==> src/pkg/flash_pkg.sv <==
// shared constants for the parallel flash command controller
package flash_pkg;
  // ==========================================================
  // widths and clock
  localparam int AW = 22;
  localparam int DW = 16;
  localparam int CLK_MHZ = 250;
  // ==========================================================
  // apb register byte offsets
  localparam logic [7:0] A_CTRL = 8'h00;
  localparam logic [7:0] A_ADDR = 8'h04;
  localparam logic [7:0] A_DATA = 8'h08;
  localparam logic [7:0] A_CMD = 8'h0C;
  localparam logic [7:0] A_STAT = 8'h10;
  localparam logic [7:0] A_RDAT = 8'h14;
  // control bits
  localparam int C_BYTE = 0;
  localparam int C_ACCEL = 1;
  localparam int C_HWRST = 2;
  localparam int CTRL_W = 3;
  localparam logic [CTRL_W-1:0] CTRL_RST = 3'h0;
  // sticky status bits, write one to clear
  localparam int ST_DONE = 1;
  localparam int ST_ERR = 2;
  localparam int ST_REFUSED = 3;
  // ==========================================================
  // controller commands written to the command register
  typedef enum logic [3:0] {
    OP_READ = 4'h0, OP_RESET = 4'h1, OP_IDENT = 4'h2,
    OP_SEC_ENTER = 4'h3, OP_SEC_EXIT = 4'h4, OP_PROGRAM = 4'h5,
    OP_BYP_ENTER = 4'h6, OP_BYP_PROG = 4'h7, OP_BYP_EXIT = 4'h8,
    OP_CHIP = 4'h9, OP_SECT = 4'hA, OP_SECT_ADD = 4'hB,
    OP_SUSP = 4'hC, OP_RESUME = 4'hD
  } op_e;
  // ==========================================================
  // flash command data and unlock addresses
  localparam logic [7:0] D_UNL1 = 8'hAA;
  localparam logic [7:0] D_UNL2 = 8'h55;
  localparam logic [7:0] D_IDENT = 8'h90;
  localparam logic [7:0] D_SECENT = 8'h88;
  localparam logic [7:0] D_PROG = 8'hA0;
  localparam logic [7:0] D_BYPASS = 8'h20;
  localparam logic [7:0] D_ERASE = 8'h80;
  localparam logic [7:0] D_CHIP = 8'h10;
  localparam logic [7:0] D_SECT = 8'h30;
  localparam logic [7:0] D_SUSP = 8'hB0;
  localparam logic [7:0] D_RESUME = 8'h30;
  localparam logic [7:0] D_RESET = 8'hF0;
  localparam logic [7:0] D_ZERO = 8'h00;
  localparam logic [AW-1:0] U1_W = 22'h000555;
  localparam logic [AW-1:0] U2_W = 22'h0002AA;
  localparam logic [AW-1:0] U1_B = 22'h000AAA;
  localparam logic [AW-1:0] U2_B = 22'h000555;
  // status bit positions on the data bus
  localparam int DQ_POLL = 7;
  localparam int DQ_ERR = 5;
  // ==========================================================
  // timing
  localparam int T_STROBE_NS = 50;
  localparam int T_READ_NS = 90;
  localparam int WINDOW_US = 50;
  localparam int SUSP_US = 20;
  localparam int STROBE_CYC = (T_STROBE_NS * CLK_MHZ + 999) / 1000;
  localparam int READ_CYC = (T_READ_NS * CLK_MHZ + 999) / 1000;
  localparam int WINDOW_CYC = WINDOW_US * CLK_MHZ;
  localparam int SUSP_CYC = SUSP_US * CLK_MHZ;
endpackage

==> src/pkg/flash_bus_if.sv <==
// request and answer between the sequencer and the pin cycle engine
`timescale 1ns/1ps
interface flash_bus_if;
  logic req;
  logic wr;
  logic abort;
  logic ack;
  logic [flash_pkg::AW-1:0] addr;
  logic [flash_pkg::DW-1:0] wdata;
  logic [flash_pkg::DW-1:0] rdata;
  modport ctl(output req, wr, abort, addr, wdata, input ack, rdata);
  modport eng(input req, wr, abort, addr, wdata, output ack, rdata);
endinterface

==> src/verilog/flash_cycle_engine.sv <==
// single asynchronous bus cycle generator for the flash pins
`timescale 1ns/1ps
module flash_cycle_engine #(
  parameter int STROBE_CYC = flash_pkg::STROBE_CYC,
  parameter int READ_CYC = flash_pkg::READ_CYC
) (
  input wire logic clk_sys_i,                       // system clock
  input wire logic rstn_i,                          // sync reset, low
  flash_bus_if.eng bus,                             // sequencer side
  output logic [flash_pkg::AW-1:0] fl_addr_o,       // address pins
  output logic [flash_pkg::DW-1:0] fl_dq_o,         // data out
  output logic fl_dq_oe_o,                          // data drive enable
  input wire logic [flash_pkg::DW-1:0] fl_dq_i,     // data in
  output logic fl_ce_n_o,                           // chip select
  output logic fl_we_n_o,                           // write strobe
  output logic fl_oe_n_o                            // read strobe
);
  typedef enum logic [1:0] {E_IDLE, E_SETUP, E_STROBE, E_HOLD} eng_e;
  eng_e st_r;
  logic wr_r;
  logic ack_r;
  logic [7:0] cnt_r;
  logic [flash_pkg::DW-1:0] rdata_r;

  assign bus.ack = ack_r;
  assign bus.rdata = rdata_r;

  // ==========================================================
  // cycle sequencing
  always_ff @(posedge clk_sys_i) begin
    if (!rstn_i || bus.abort) begin
      st_r <= E_IDLE;
      wr_r <= 1'b0;
      ack_r <= 1'b0;
      cnt_r <= 8'h00;
      rdata_r <= '0;
      fl_addr_o <= '0;
      fl_dq_o <= '0;
      fl_dq_oe_o <= 1'b0;
      fl_ce_n_o <= 1'b1;
      fl_we_n_o <= 1'b1;
      fl_oe_n_o <= 1'b1;
    end else begin
      ack_r <= 1'b0;
      case (st_r)
        E_IDLE: if (bus.req) begin
          fl_addr_o <= bus.addr;
          fl_dq_o <= bus.wdata;
          fl_dq_oe_o <= bus.wr;
          wr_r <= bus.wr;
          fl_ce_n_o <= 1'b0;
          st_r <= E_SETUP;
        end
        E_SETUP: begin
          // address settles a full cycle before the strobe falls
          fl_we_n_o <= ~wr_r;
          fl_oe_n_o <= wr_r;
          cnt_r <= wr_r ? 8'(STROBE_CYC - 1) : 8'(READ_CYC - 1);
          st_r <= E_STROBE;
        end
        E_STROBE: if (cnt_r == 8'h00) begin
          fl_we_n_o <= 1'b1;
          fl_oe_n_o <= 1'b1;
          if (!wr_r) begin
            rdata_r <= fl_dq_i;
          end
          st_r <= E_HOLD;
        end else begin
          cnt_r <= cnt_r - 8'h01;
        end
        E_HOLD: begin
          // data held one cycle past the rising strobe edge
          fl_ce_n_o <= 1'b1;
          fl_dq_oe_o <= 1'b0;
          ack_r <= 1'b1;
          st_r <= E_IDLE;
        end
        default: st_r <= E_IDLE;
      endcase
    end
  end
endmodule

==> src/verilog/flash_bank_command_decoder.sv <==
// apb controlled command sequencer for a dual bank parallel nor flash
// ==========================================================
// Functional notes
// - identify mode held until reset written
// - identify only when no operation is active
// - identify is two unlocks plus bank command
// - program is four writes, last starts it
// - short program mode entered by 20h
// - chip erase is six writes
// - sector erase is six writes with sector
// - further sectors queued within 50 us window
`timescale 1ns/1ps
module flash_bank_command_decoder #(
  parameter int WINDOW_CYC = flash_pkg::WINDOW_CYC,
  parameter int SUSP_CYC = flash_pkg::SUSP_CYC,
  parameter int BA_LSB = 20
) (
  input wire logic clk_sys_i,                       // system clock
  input wire logic rstn_i,                          // sync reset, low
  input wire logic [7:0] paddr_i,                   // apb address
  input wire logic psel_i,                          // apb select
  input wire logic penable_i,                       // apb enable
  input wire logic pwrite_i,                        // apb direction
  input wire logic [31:0] pwdata_i,                 // apb write data
  output logic [31:0] prdata_o,                     // apb read data
  output logic pready_o,                            // apb ready
  output logic pslverr_o,                           // apb error
  output logic [flash_pkg::AW-1:0] fl_addr_o,       // flash address
  output logic [flash_pkg::DW-1:0] fl_dq_o,         // flash data out
  output logic fl_dq_oe_o,                          // flash data enable
  input wire logic [flash_pkg::DW-1:0] fl_dq_i,     // flash data in
  output logic fl_ce_n_o,                           // chip select
  output logic fl_we_n_o,                           // write strobe
  output logic fl_oe_n_o,                           // read strobe
  output logic fl_byte_n_o,                         // low: byte mode
  output logic fl_reset_n_o,                        // hardware reset
  output logic protect_accel_pin_o,                 // request high volt
  input wire logic ready_busy_n_i                   // device ready
);
  typedef enum logic [2:0] {
    S_IDLE, S_ISSUE, S_WAIT, S_POLL, S_PWAIT, S_WINDOW, S_SUSPW
  } st_e;
  localparam int AW = flash_pkg::AW;
  localparam int DW = flash_pkg::DW;
  localparam int TW = 16;

  st_e state_r;
  localparam int CTRL_W_L = flash_pkg::CTRL_W;
  flash_pkg::op_e cur_op_r, pend_op_r;
  logic [CTRL_W_L-1:0] ctrl_r;
  logic [AW-1:0] addr_r, bus_addr_r;
  logic [DW-1:0] data_r, rdata_r, bus_wdata_r;
  logic [2:0] step_r;
  logic [TW-1:0] tmr_r;
  logic req_r, bus_wr_r, pend_v_r, done_p_r, err_p_r;
  logic ident_r, bypass_r, secured_r, susp_r, erase_r, sect_r;
  logic from_win_r, errseen_r, done_r, err_r, refused_r;

  flash_bus_if fbus();
  assign fbus.req = req_r;
  assign fbus.wr = bus_wr_r;
  assign fbus.addr = bus_addr_r;
  assign fbus.wdata = bus_wdata_r;
  assign fbus.abort = ~fl_reset_n_o;

  flash_cycle_engine u_eng (
    .clk_sys_i(clk_sys_i), .rstn_i(rstn_i), .bus(fbus),
    .fl_addr_o(fl_addr_o), .fl_dq_o(fl_dq_o), .fl_dq_oe_o(fl_dq_oe_o),
    .fl_dq_i(fl_dq_i), .fl_ce_n_o(fl_ce_n_o), .fl_we_n_o(fl_we_n_o),
    .fl_oe_n_o(fl_oe_n_o)
  );

  // ==========================================================
  // command sequence tables
  function automatic logic [2:0] seq_last(input flash_pkg::op_e op);
    case (op)
      flash_pkg::OP_IDENT, flash_pkg::OP_SEC_ENTER,
      flash_pkg::OP_BYP_ENTER: seq_last = 3'h2;
      flash_pkg::OP_SEC_EXIT, flash_pkg::OP_PROGRAM: seq_last = 3'h3;
      flash_pkg::OP_BYP_PROG, flash_pkg::OP_BYP_EXIT: seq_last = 3'h1;
      flash_pkg::OP_CHIP, flash_pkg::OP_SECT: seq_last = 3'h5;
      default: seq_last = 3'h0;
    endcase
  endfunction

  function automatic logic [AW+DW-1:0] seq_cycle(
    input flash_pkg::op_e op, input logic [2:0] k, input logic bm,
    input logic [AW-1:0] a, input logic [DW-1:0] d,
    input logic [AW-1:0] ba);
    logic [AW-1:0] u1, u2, ra;
    logic [7:0] rd;
    logic full;
    u1 = bm ? flash_pkg::U1_B : flash_pkg::U1_W;
    u2 = bm ? flash_pkg::U2_B : flash_pkg::U2_W;
    full = 1'b0;
    // unlock pair heads every long sequence
    ra = (k == 3'h1 || k == 3'h4) ? u2 : u1;
    rd = (k == 3'h1 || k == 3'h4) ? flash_pkg::D_UNL2 : flash_pkg::D_UNL1;
    case (op)
      flash_pkg::OP_READ: ra = a;
      flash_pkg::OP_RESET: begin
        ra = a;
        rd = flash_pkg::D_RESET;
      end
      flash_pkg::OP_IDENT: if (k == 3'h2) begin
        ra = ba | u1;
        rd = flash_pkg::D_IDENT;
      end
      flash_pkg::OP_SEC_ENTER: if (k == 3'h2) rd = flash_pkg::D_SECENT;
      flash_pkg::OP_SEC_EXIT: if (k == 3'h2) begin
        rd = flash_pkg::D_IDENT;
      end else if (k == 3'h3) begin
        ra = '0;
        rd = flash_pkg::D_ZERO;
      end
      flash_pkg::OP_PROGRAM: if (k == 3'h2) begin
        rd = flash_pkg::D_PROG;
      end else if (k == 3'h3) begin
        ra = a;
        full = 1'b1;
      end
      flash_pkg::OP_BYP_ENTER: if (k == 3'h2) rd = flash_pkg::D_BYPASS;
      flash_pkg::OP_BYP_PROG: if (k == 3'h0) begin
        ra = ba;
        rd = flash_pkg::D_PROG;
      end else begin
        ra = a;
        full = 1'b1;
      end
      flash_pkg::OP_BYP_EXIT: begin
        ra = ba;
        rd = (k == 3'h0) ? flash_pkg::D_IDENT : flash_pkg::D_ZERO;
      end
      flash_pkg::OP_CHIP, flash_pkg::OP_SECT: if (k == 3'h2) begin
        rd = flash_pkg::D_ERASE;
      end else if (k == 3'h5) begin
        ra = (op == flash_pkg::OP_SECT) ? a : u1;
        rd = (op == flash_pkg::OP_SECT) ? flash_pkg::D_SECT
                                        : flash_pkg::D_CHIP;
      end
      flash_pkg::OP_SECT_ADD: begin
        ra = a;
        rd = flash_pkg::D_SECT;
      end
      flash_pkg::OP_SUSP: begin
        ra = ba;
        rd = flash_pkg::D_SUSP;
      end
      flash_pkg::OP_RESUME: begin
        ra = ba;
        rd = flash_pkg::D_RESUME;
      end
      default: ra = a;
    endcase
    seq_cycle = full ? {ra, d} : {ra, 8'h00, rd};
  endfunction

  // ==========================================================
  // apb decode and command acceptance
  wire apb_acc = psel_i & penable_i & ~pready_o;
  wire wr_en = apb_acc & pwrite_i;
  wire hit_ctrl = paddr_i == flash_pkg::A_CTRL;
  wire hit_addr = paddr_i == flash_pkg::A_ADDR;
  wire hit_data = paddr_i == flash_pkg::A_DATA;
  wire hit_cmd = paddr_i == flash_pkg::A_CMD;
  wire hit_stat = paddr_i == flash_pkg::A_STAT;
  wire hit_rdat = paddr_i == flash_pkg::A_RDAT;
  wire mapped = hit_ctrl | hit_addr | hit_data | hit_cmd | hit_stat
              | hit_rdat;
  wire hwrst = ctrl_r[flash_pkg::C_HWRST];
  wire accel = ctrl_r[flash_pkg::C_ACCEL];
  wire flash_pkg::op_e cmd_op = flash_pkg::op_e'(pwdata_i[3:0]);
  wire cmd_wr = wr_en & hit_cmd;
  wire normal = ~bypass_r & ~ident_r;
  wire in_win = state_r == S_WINDOW;
  wire in_spoll = (state_r == S_POLL || state_r == S_PWAIT) & sect_r
                & erase_r;
  wire [AW-1:0] ba_w = {addr_r[AW-1:BA_LSB], {BA_LSB{1'b0}}};
  wire [AW+DW-1:0] cyc_w = seq_cycle(cur_op_r, step_r,
                              ctrl_r[flash_pkg::C_BYTE], addr_r, data_r,
                              ba_w);
  wire tgt_w = erase_r | data_r[flash_pkg::DQ_POLL];
  logic legal_w;
  always_comb begin
    case (cmd_op)
      flash_pkg::OP_READ, flash_pkg::OP_RESET: legal_w = 1'b1;
      flash_pkg::OP_IDENT, flash_pkg::OP_SEC_ENTER,
      flash_pkg::OP_SEC_EXIT, flash_pkg::OP_PROGRAM: legal_w = normal;
      flash_pkg::OP_BYP_PROG: legal_w = (bypass_r | accel) & ~ident_r;
      flash_pkg::OP_BYP_EXIT: legal_w = bypass_r;
      flash_pkg::OP_BYP_ENTER, flash_pkg::OP_CHIP,
      flash_pkg::OP_SECT: legal_w = normal & ~susp_r;
      flash_pkg::OP_RESUME: legal_w = susp_r & ~ident_r;
      default: legal_w = 1'b0;
    endcase
  end
  // identify and new sequences only start from idle, except queued sector add and suspend
  wire idle_ok = (state_r == S_IDLE) & legal_w;
  wire busy_ok = ~pend_v_r & ((in_win & (cmd_op == flash_pkg::OP_SECT_ADD
               | cmd_op == flash_pkg::OP_SUSP))
               | (in_spoll & cmd_op == flash_pkg::OP_SUSP));
  wire cmd_take = cmd_wr & ~hwrst & (idle_ok | busy_ok);
  wire [31:0] stat_w = 32'({ready_busy_n_i, in_win, susp_r, secured_r,
                            bypass_r, ident_r, refused_r, err_r, done_r,
                            state_r != S_IDLE});
  wire [31:0] rd_mux = hit_ctrl ? 32'(ctrl_r) : hit_addr ? 32'(addr_r)
                     : hit_data ? 32'(data_r) : hit_stat ? stat_w
                     : hit_rdat ? 32'(rdata_r) : 32'h00000000;
  wire stat_wr = wr_en & hit_stat;

  // ==========================================================
  // register file
  always_ff @(posedge clk_sys_i) begin
    if (!rstn_i) begin
      pready_o <= 1'b0;
      pslverr_o <= 1'b0;
      prdata_o <= 32'h00000000;
      ctrl_r <= flash_pkg::CTRL_RST;
      addr_r <= '0;
      data_r <= '0;
      done_r <= 1'b0;
      err_r <= 1'b0;
      refused_r <= 1'b0;
      fl_byte_n_o <= 1'b1;
      fl_reset_n_o <= 1'b1;
      protect_accel_pin_o <= 1'b0;
    end else begin
      pready_o <= apb_acc;
      pslverr_o <= apb_acc & ~mapped;
      if (apb_acc & ~pwrite_i) prdata_o <= rd_mux;
      if (wr_en & hit_ctrl) ctrl_r <= pwdata_i[CTRL_W_L-1:0];
      if (wr_en & hit_addr) addr_r <= pwdata_i[AW-1:0];
      if (wr_en & hit_data) data_r <= pwdata_i[DW-1:0];
      // a set in the clearing cycle wins
      done_r <= done_p_r
              | (done_r & ~(stat_wr & pwdata_i[flash_pkg::ST_DONE]));
      err_r <= err_p_r | (err_r & ~(stat_wr & pwdata_i[flash_pkg::ST_ERR]));
      refused_r <= (cmd_wr & ~cmd_take)
                 | (refused_r & ~(stat_wr & pwdata_i[flash_pkg::ST_REFUSED]));
      fl_byte_n_o <= ~ctrl_r[flash_pkg::C_BYTE];
      fl_reset_n_o <= ~hwrst;
      protect_accel_pin_o <= accel;
    end
  end

  // ==========================================================
  // sequencer
  always_ff @(posedge clk_sys_i) begin
    if (!rstn_i || hwrst) begin
      // hardware reset is the only abort of a running operation
      state_r <= S_IDLE;
      cur_op_r <= flash_pkg::OP_READ;
      pend_op_r <= flash_pkg::OP_READ;
      {req_r, bus_wr_r, pend_v_r, done_p_r, err_p_r} <= 5'h00;
      {ident_r, bypass_r, secured_r, susp_r, erase_r, sect_r} <= 6'h00;
      {from_win_r, errseen_r} <= 2'h0;
      step_r <= 3'h0;
      tmr_r <= '0;
      bus_addr_r <= '0;
      bus_wdata_r <= '0;
      rdata_r <= '0;
    end else begin
      req_r <= 1'b0;
      done_p_r <= 1'b0;
      err_p_r <= 1'b0;
      if (cmd_take & ~idle_ok) begin
        pend_v_r <= 1'b1;
        pend_op_r <= cmd_op;
      end
      case (state_r)
        S_IDLE: if (cmd_take) begin
          cur_op_r <= cmd_op;
          step_r <= 3'h0;
          state_r <= S_ISSUE;
        end
        S_ISSUE: begin
          req_r <= 1'b1;
          bus_wr_r <= cur_op_r != flash_pkg::OP_READ;
          {bus_addr_r, bus_wdata_r} <= cyc_w;
          state_r <= S_WAIT;
        end
        S_WAIT: if (fbus.ack) begin
          if (step_r != seq_last(cur_op_r)) begin
            step_r <= step_r + 3'h1;
            state_r <= S_ISSUE;
          end else begin
            state_r <= S_IDLE;
            done_p_r <= 1'b1;
            case (cur_op_r)
              flash_pkg::OP_READ: rdata_r <= fbus.rdata;
              flash_pkg::OP_RESET: {ident_r, bypass_r} <= 2'h0;
              flash_pkg::OP_IDENT: ident_r <= 1'b1;
              flash_pkg::OP_SEC_ENTER: secured_r <= 1'b1;
              flash_pkg::OP_SEC_EXIT: secured_r <= 1'b0;
              flash_pkg::OP_BYP_ENTER: bypass_r <= 1'b1;
              flash_pkg::OP_BYP_EXIT: bypass_r <= 1'b0;
              flash_pkg::OP_PROGRAM, flash_pkg::OP_BYP_PROG,
              flash_pkg::OP_CHIP, flash_pkg::OP_RESUME: begin
                done_p_r <= 1'b0;
                erase_r <= cur_op_r == flash_pkg::OP_CHIP
                         || cur_op_r == flash_pkg::OP_RESUME;
                sect_r <= cur_op_r == flash_pkg::OP_RESUME;
                if (cur_op_r == flash_pkg::OP_RESUME) susp_r <= 1'b0;
                state_r <= S_POLL;
              end
              flash_pkg::OP_SECT, flash_pkg::OP_SECT_ADD: begin
                // window timed from the acknowledge of the last write cycle
                done_p_r <= 1'b0;
                {erase_r, sect_r} <= 2'h3;
                tmr_r <= TW'(WINDOW_CYC - 1);
                state_r <= S_WINDOW;
              end
              flash_pkg::OP_SUSP: if (!from_win_r) begin
                done_p_r <= 1'b0;
                tmr_r <= TW'(SUSP_CYC - 1);
                state_r <= S_SUSPW;
              end else begin
                susp_r <= 1'b1;
              end
              default: state_r <= S_IDLE;
            endcase
          end
        end
        S_WINDOW: if (pend_v_r) begin
          // only queued sectors or suspend enter the window
          pend_v_r <= 1'b0;
          cur_op_r <= pend_op_r;
          step_r <= 3'h0;
          from_win_r <= 1'b1;
          state_r <= S_ISSUE;
        end else if (tmr_r == '0) begin
          state_r <= S_POLL;
        end else begin
          tmr_r <= tmr_r - TW'(1);
        end
        S_POLL: if (pend_v_r) begin
          pend_v_r <= 1'b0;
          cur_op_r <= pend_op_r;
          step_r <= 3'h0;
          from_win_r <= 1'b0;
          state_r <= S_ISSUE;
        end else begin
          req_r <= 1'b1;
          bus_wr_r <= 1'b0;
          bus_addr_r <= addr_r;
          state_r <= S_PWAIT;
        end
        S_PWAIT: if (fbus.ack) begin
          if (fbus.rdata[flash_pkg::DQ_POLL] == tgt_w) begin
            errseen_r <= 1'b0;
            done_p_r <= 1'b1;
            state_r <= S_IDLE;
          end else if (fbus.rdata[flash_pkg::DQ_ERR] && errseen_r) begin
            // failed or 0 to 1 attempt: reset write recovers
            errseen_r <= 1'b0;
            err_p_r <= 1'b1;
            cur_op_r <= flash_pkg::OP_RESET;
            step_r <= 3'h0;
            state_r <= S_ISSUE;
          end else begin
            // error flag needs one more read to confirm
            errseen_r <= fbus.rdata[flash_pkg::DQ_ERR];
            state_r <= S_POLL;
          end
        end
        S_SUSPW: if (tmr_r == '0) begin
          susp_r <= 1'b1;
          done_p_r <= 1'b1;
          state_r <= S_IDLE;
        end else begin
          tmr_r <= tmr_r - TW'(1);
        end
        default: state_r <= S_IDLE;
      endcase
    end
  end
endmodule

==> config.mk <==
export PLATFORM = sky130hd
export DESIGN_NAME = flash_bank_command_decoder
export DESIGN_NICKNAME = d
export VERILOG_FILES = /design/src/pkg/flash_pkg.sv /design/src/pkg/flash_bus_if.sv /design/src/verilog/flash_cycle_engine.sv /design/src/verilog/flash_bank_command_decoder.sv
export SDC_FILE = /design/constraint.sdc
export NUM_CORES = 1
export LEC_CHECK = 0
export BUFFER_PORTS_ARGS = -buffer_cell sky130_fd_sc_hd__buf_4
export CAP_MARGIN = 25
export CORE_ASPECT_RATIO = 1.4
export CORE_UTILIZATION = 63
export CTS_CLUSTER_DIAMETER = 50
export DETAILED_ROUTE_END_ITERATION = 8
export PLACE_DENSITY = 0.95
export SETUP_SLACK_MARGIN = 0.2
export SLEW_MARGIN = 20
export SYNTH_ARGS = -nofsm -noshare
export SYNTH_HDL_FRONTEND = slang
export SYNTH_HIERARCHICAL = 1
export SYNTH_SLANG_ARGS = --single-unit
==> constraint.sdc <==
create_clock -name clk_sys_i -period 8.7 [get_ports clk_sys_i]
set_clock_uncertainty 0.15 [all_clocks]
set_input_delay 0.435 -clock clk_sys_i [delete_from_list [all_inputs] [get_ports clk_sys_i]]
set_output_delay 0.435 -clock clk_sys_i [all_outputs]
set_load 0.03 [all_outputs]
### After elaboration in Yosys (flattened, before gate mapping)

Memories as Yosys holds them, arrays and structs flattened. A register that Yosys moved wholly into a read port is not among the register bits.
Cells that the tools add are included.

* eq/ne operators: 69
* bitwise logic cells: 63
* mux-type cells: 125
* reductions and logical operators: 61
* $add $sub $neg: 3

Operators by type and width (count)
* 22-bit two-way mux: 9
* 22-bit case mux with 7 select lines: 1
* 16-bit two-way mux: 9
* 8-bit two-way mux: 12
* 8-bit case mux with 11 select lines: 1
* 3-bit two-way mux: 19
* 4-bit equality test, second input constant: 12
* 12-bit two-way mux: 4
* 16-bit case mux with 3 select lines: 1
* 22-bit case mux with 2 select lines: 1
* 4-bit by 3-bit equality test with 1-bit output, second input constant: 8
* 1-bit case mux with 2 select lines: 16
* 16-bit case mux with 2 select lines: 1
* 1-bit bitwise AND: 30
* 1-bit two-way mux: 28
* 4-bit two-way mux: 7
* 2-bit inequality test, second input constant: 11
* 22-bit by 12-bit OR with 22-bit output: 1
* 3-bit case mux with 7 select lines: 1
* 20-bit two-way mux: 1
* 4-bit AND reduction: 5
* 1-bit inverter: 19
* 2-bit nonzero test: 9
* 4-bit by 2-bit equality test with 1-bit output, second input constant: 4
* other kinds (49): 111

* output and inout bits: 79
* memories: 1
* ROM bits: 48
* register bits: 248
* bits of input ports: 62
* word-level logic and storage cells: 366

Memory list
* (no name shown): words 16, bits a word 3, read ports 1, clocked after memory_dff 1, write ports 0, RTL line flash_bank_command_decoder.sv:76 `case (op)`

### Logic depth before layout (Yosys ltp)

* depth after elaboration: 13
* depth in mapped cells: 13
* gate-level depth less buffers: 12

### By module

The synthesis kept the hierarchy.

By module, submodules not included
* flash_bank_command_decoder: times used 1, area each 8558.2 um^2, sequential area each 3423.3 um^2, cells each 1111
* flash_cycle_engine: times used 1, area each 2781.4 um^2, sequential area each 1401.3 um^2, cells each 333

### Worst setup path before layout

OpenSTA, ideal clock, no wires.

* path kind: input-to-reg
* start point: input port pwdata_i[3]
* end point: register with a tool-made name
* setup slack: 5654 ps
* setup time: 70 ps
* required time: 8480 ps
* arrival time: 2825 ps
* stages on the path: 13
* buffers on the path: 1
* cells stage by stage: clkbuf_1 nor4bb_1 a31oi_1 or4_1 a31oi_2 o21ai_1 mux2i_1 nor2_1 ha_1 inv_1 mux2i_1 a211o_1 a21oi_1

RTL lines
* from (decl): RTL line flash_bank_command_decoder.sv:24 `input wire logic [31:0] pwdata_i,`

### Worst setup path in the final report

* start point: register cur_op_r[1]
* end point: register bus_addr_r[12]

* cells in the longest elaborated chain, start to end: 6
* elaborated cells between the ends (all ways): 19
* classes of those cells: eq/ne: 11; mux: 5; reduce/logical: 3

Ends and longest elaborated chain
* from (decl): RTL line flash_bank_command_decoder.sv:49 `flash_pkg::op_e cur_op_r, pend_op_r;`
* from (signal assigned): RTL line flash_bank_command_decoder.sv:252 `cur_op_r <= flash_pkg::OP_READ;`
* from (signal assigned): RTL line flash_bank_command_decoder.sv:272 `cur_op_r <= cmd_op;`
* from (signal assigned): RTL line flash_bank_command_decoder.sv:327 `cur_op_r <= pend_op_r;`
* 4-bit equality test: RTL line flash_bank_command_decoder.sv:99, flash_bank_command_decoder.sv:137
* 22-bit two-way mux: RTL line flash_bank_command_decoder.sv:137 `ra = (op == flash_pkg::OP_SECT) ? a : u1;`
* 22-bit two-way mux: RTL line flash_bank_command_decoder.sv:136 `end else if (k == 3'h5) begin`
* 22-bit two-way mux: RTL line flash_bank_command_decoder.sv:134 `flash_pkg::OP_CHIP, flash_pkg::OP_SECT: if (k == 3'h2) begin`
* 22-bit case mux with 7 select lines *: RTL line flash_bank_command_decoder.sv:99 `case (op)`
* 22-bit case mux with 2 select lines *: RTL line flash_bank_command_decoder.sv:270 `case (state_r)`
* to (signal assigned): RTL line flash_bank_command_decoder.sv:279 `{bus_addr_r, bus_wdata_r} <= cyc_w;`
* to (signal assigned): RTL line flash_bank_command_decoder.sv:345 `bus_addr_r <= addr_r;`
* to (decl): RTL line flash_bank_command_decoder.sv:51 `logic [AW-1:0] addr_r, bus_addr_r;`

Mark *: on every way between the ends. The rest lies on a longest branch, timed or not.
A chain may end at the register's enable or synchronous reset.

==> qor.csv <==
metric,value,unit
initial drt markers,1240,
DR DRC count,0,
outcome,finished clean,
DRT Wirelength,35500,um
Area Overhead vs Synth,15.0,%
hold path cells,3,
"Cell Area, Placed",12200,um^2
DR WL/cell,20.1,um
share of cells above drive strength 1,15.1,%
Syn Inst Count,1444,
largest net degree at the start of global routing,75,
number of max-cap violations,0,
worst path cell trace,nand2_1 -> nor4_1 -> a31oi_1 -> a21oi_1 -> a22oi_1 -> nor2_1,
worst setup path category,reg -> reg,
total grt overflow,0,
"FF+latch count, synth",241,
chip height,161,um
diode count,0,
TritonCTS Buffers,24,
Leak Pwr,4.78,nW
Synth Flop Type,dfxtp_1,
hold_sp,fl_dq_i[4],
initial antenna violation count,1,
port bufs,120,
Slowest Stage Delay on Critical Path,910,ps
Final Net Count,1586,
Register Area,4820,um^2
Clock Sinks,241,
sequential-to-total area share from yosys stat,42.5,%
CTS Root Cell,clkbuf_16,
"commonest non-fill, non-tap cell in the layout",nand2_1,
async set-or-reset flop fraction in the synthesized netlist,0,%
standard-cell rows,57,
core area,17500,um^2
router iterations before antenna repair,8,
number of H-tree levels,1,
worst reg2reg setup slack,5330,ps
Worst-Skew Late Latency,530,ps
post-CTS sizing,0,
R2R depth,6,
fin area,13000,um^2
worst slew pin tran,926,ps
hold buffers post-CTS,0,
WP data required,9000,ps
via count,11400,
fin crit period,3370,ps
GRT Overall Usage,38.0,%
Fin. Hold Viols,0,
Hold EP,u_eng/bus.rdata[4]$_SDFFE_PP0P_,
Initial Util,64.9,%
Final setup violation count,0,
syn avg cell area,7.85,um^2
fin crit share,38.7,%
Worst setup EP type,flop,
setup bufs post-CTS,0,
# IOs,141,
dpl hpwl,23300,um
post-route ant nets,0,
"Cell Area, Synth",11300,um^2
Clock Pin Slew Worst Setup and Hold Paths,70,ps
die span in x,115,um
total negative slack,0,ps
Reg-to-Reg End,bus_addr_r[12]$_SDFFE_PP0P_,
Crit-path slowest cell,dfxtp_1,
CTS tree,yes,
RD Place Congestion,0.935,
Via-to-Cell Ratio,6.48,
worst relative slew slack,38.3,%
Crit path arrival time,3670,ps
Longest Clk Path Bufs,3,
number of flops mapped to enable cells by yosys,0,
Startpoint Class,flop,
Synth Warn #,6,
r2r startpoint,cur_op_r[1]$_SDFFE_PP0N_,
Crit Path Max Fanout,24,
P per Cell Area,239,nW/um^2
fin. max-slew vios,0,
fmax,297,MHz
Worst VDD drop,0.208,mV
Hold/Removal Path Class,in -> reg,
post-synth cell types,79,
RSZ-0062 raised after global routing,no,
area of the multi-input gates,5990,um^2
Die ar.,18500,um^2
most frequent cells in the layout,"317 x nand2_1, 241 x dfxtp_1, 160 x a21oi_1, 135 x buf_4, 84 x nor2_1",
vias in the first global route,11000,
# fillers,1158,
wire length of the first global-routing pass,55800,um
layout make-up:
| type | count | area share [%] |
|---|---|---|
| clock buffers | 37 | 5.91 |
| flip-flops and latches | 241 | 37.0 |
| inverters | 25 | 0.720 |
| clock inverters | 6 | 0.345 |
| well taps | 236 | 2.26 |
| repair buffers | 136 | 7.86 |
| multi-input cells | 1081 | 45.9 |
power by group:
| part | internal [mW] | total, mW | leakage [nW] | switching [mW] |
|---|---|---|---|---|
| registers | 1.18 | 1.26 | 1.95 | 0.0804 |
| clock network | 0.612 | 1.06 | 0.409 | 0.448 |
| logic | 0.265 | 0.797 | 2.43 | 0.532 |
| total | 2.05 | 3.11 | 4.78 | 1.06 |
stage by stage:
stage	power (mW)	worst slack [ps]	cells	hold WS [ps]	util, %
floorplan	1.83	5650	1453	235	-
global placement	2.01	5220	1717	275	69.8
detailed placement	2.03	5070	1717	283	69.8
CTS	3.07	5470	1760	15.4	74.5
global route	3.23	5170	1762	20.2	74.6
finish	3.11	5330	1762	17.1	74.6
logic make-up after synthesis:
| logic type | count (synthesis) | share of synthesized area, % |
|---|---|---|
| AND/OR/NAND/NOR | 594 | 24.2 |
| flip-flops | 241 | 42.5 |
| buffers and inverters | 131 | 5.13 |
| AO/OA/AOI/OAI | 427 | 23.4 |
| adder cells (fa/ha/maj) | 15 | 1.66 |
| multiplexers | 20 | 1.85 |
| other | 1 | 0.0331 |
| XOR/XNOR | 15 | 1.16 |
Yosys cell counts (4+ instances only):
cell	instances	share of area [%]
mux2i_1	12	1.1
o32ai_1	4	0.31
a21oi_1	160	7.1
nor2_1	84	2.8
a21oi_2	10	0.77
a31oi_1	13	0.72
o31ai_1	5	0.33
a22oi_1	25	1.7
o21a_1	5	0.33
nor3_1	23	1.0
o22ai_1	7	0.39
a32oi_1	7	0.54
or3_1	12	0.66
and2_1	12	0.66
nand3_1	32	1.4
a221oi_1	9	0.70
dfxtp_1	241	43
nand4_1	5	0.28
buf_2	7	0.31
buf_1	6	0.20
and3_1	9	0.50
o211ai_1	6	0.40
ha_1	15	1.7
or4_1	11	0.73
xor2_1	5	0.39
nand2_2	10	0.55
a21boi_0	47	3.1
inv_1	25	0.83
nand2b_1	21	1.2
o21ai_2	5	0.39
o21ai_0	80	3.5
a211oi_1	11	0.73
mux2_2	8	0.79
xnor2_1	10	0.77
buf_4	13	0.86
clkbuf_1	76	2.5
nor2b_1	26	1.4
a311oi_1	4	0.31
nor4_1	9	0.50
nand2_1	318	11
registers in the layout, summed over array words and instances, names as in the netlist, 8 cells and up, named ones only:
| signal | cells |
|---|---|
| u_eng/cnt_r | 8 |
| data_r | 16 |
| bus_wdata_r | 16 |
| u_eng/bus.rdata | 16 |
| tmr_r | 16 |
| u_eng/fl_dq_o | 16 |
| rdata_r | 16 |
| bus_addr_r | 22 |
| u_eng/fl_addr_o | 22 |
| prdata_o | 22 |
| addr_r | 22 |
per-layer routing:
layer  global-route usage (%)  wire length [um]  vias up
met3                     5.92              2910      191
li1                         -                 -     5156
met5                        0                15        -
met4                     26.3              2620        2
met1                     43.0             12500     5311
met2                     64.8             17500      754
worst max-delay path: cells and delay by family, from the launching register on:
family           cells  cell delay, ps
AND/OR/NAND/NOR      3            1040
AO/OA/AOI/OAI        3            1170
flip-flops           1             910
worst max-delay path by stage:
stage / start / end / depth (start not counted)
after floorplan: pwdata_i[3] / flop / 13
after global placement: paddr_i[1] / flop / 13
after detailed placement: paddr_i[1] / flop / 13
after CTS: cur_op_r[1]$_SDFFE_PP0N_ / bus_addr_r[12]$_SDFFE_PP0P_ / 6
after global routing: state_r[2]$_SDFFE_PP0P_ / flop / 11
final: cur_op_r[1]$_SDFFE_PP0N_ / bus_addr_r[12]$_SDFFE_PP0P_ / 6
Note: power is estimated with default switching activity, not from simulation.
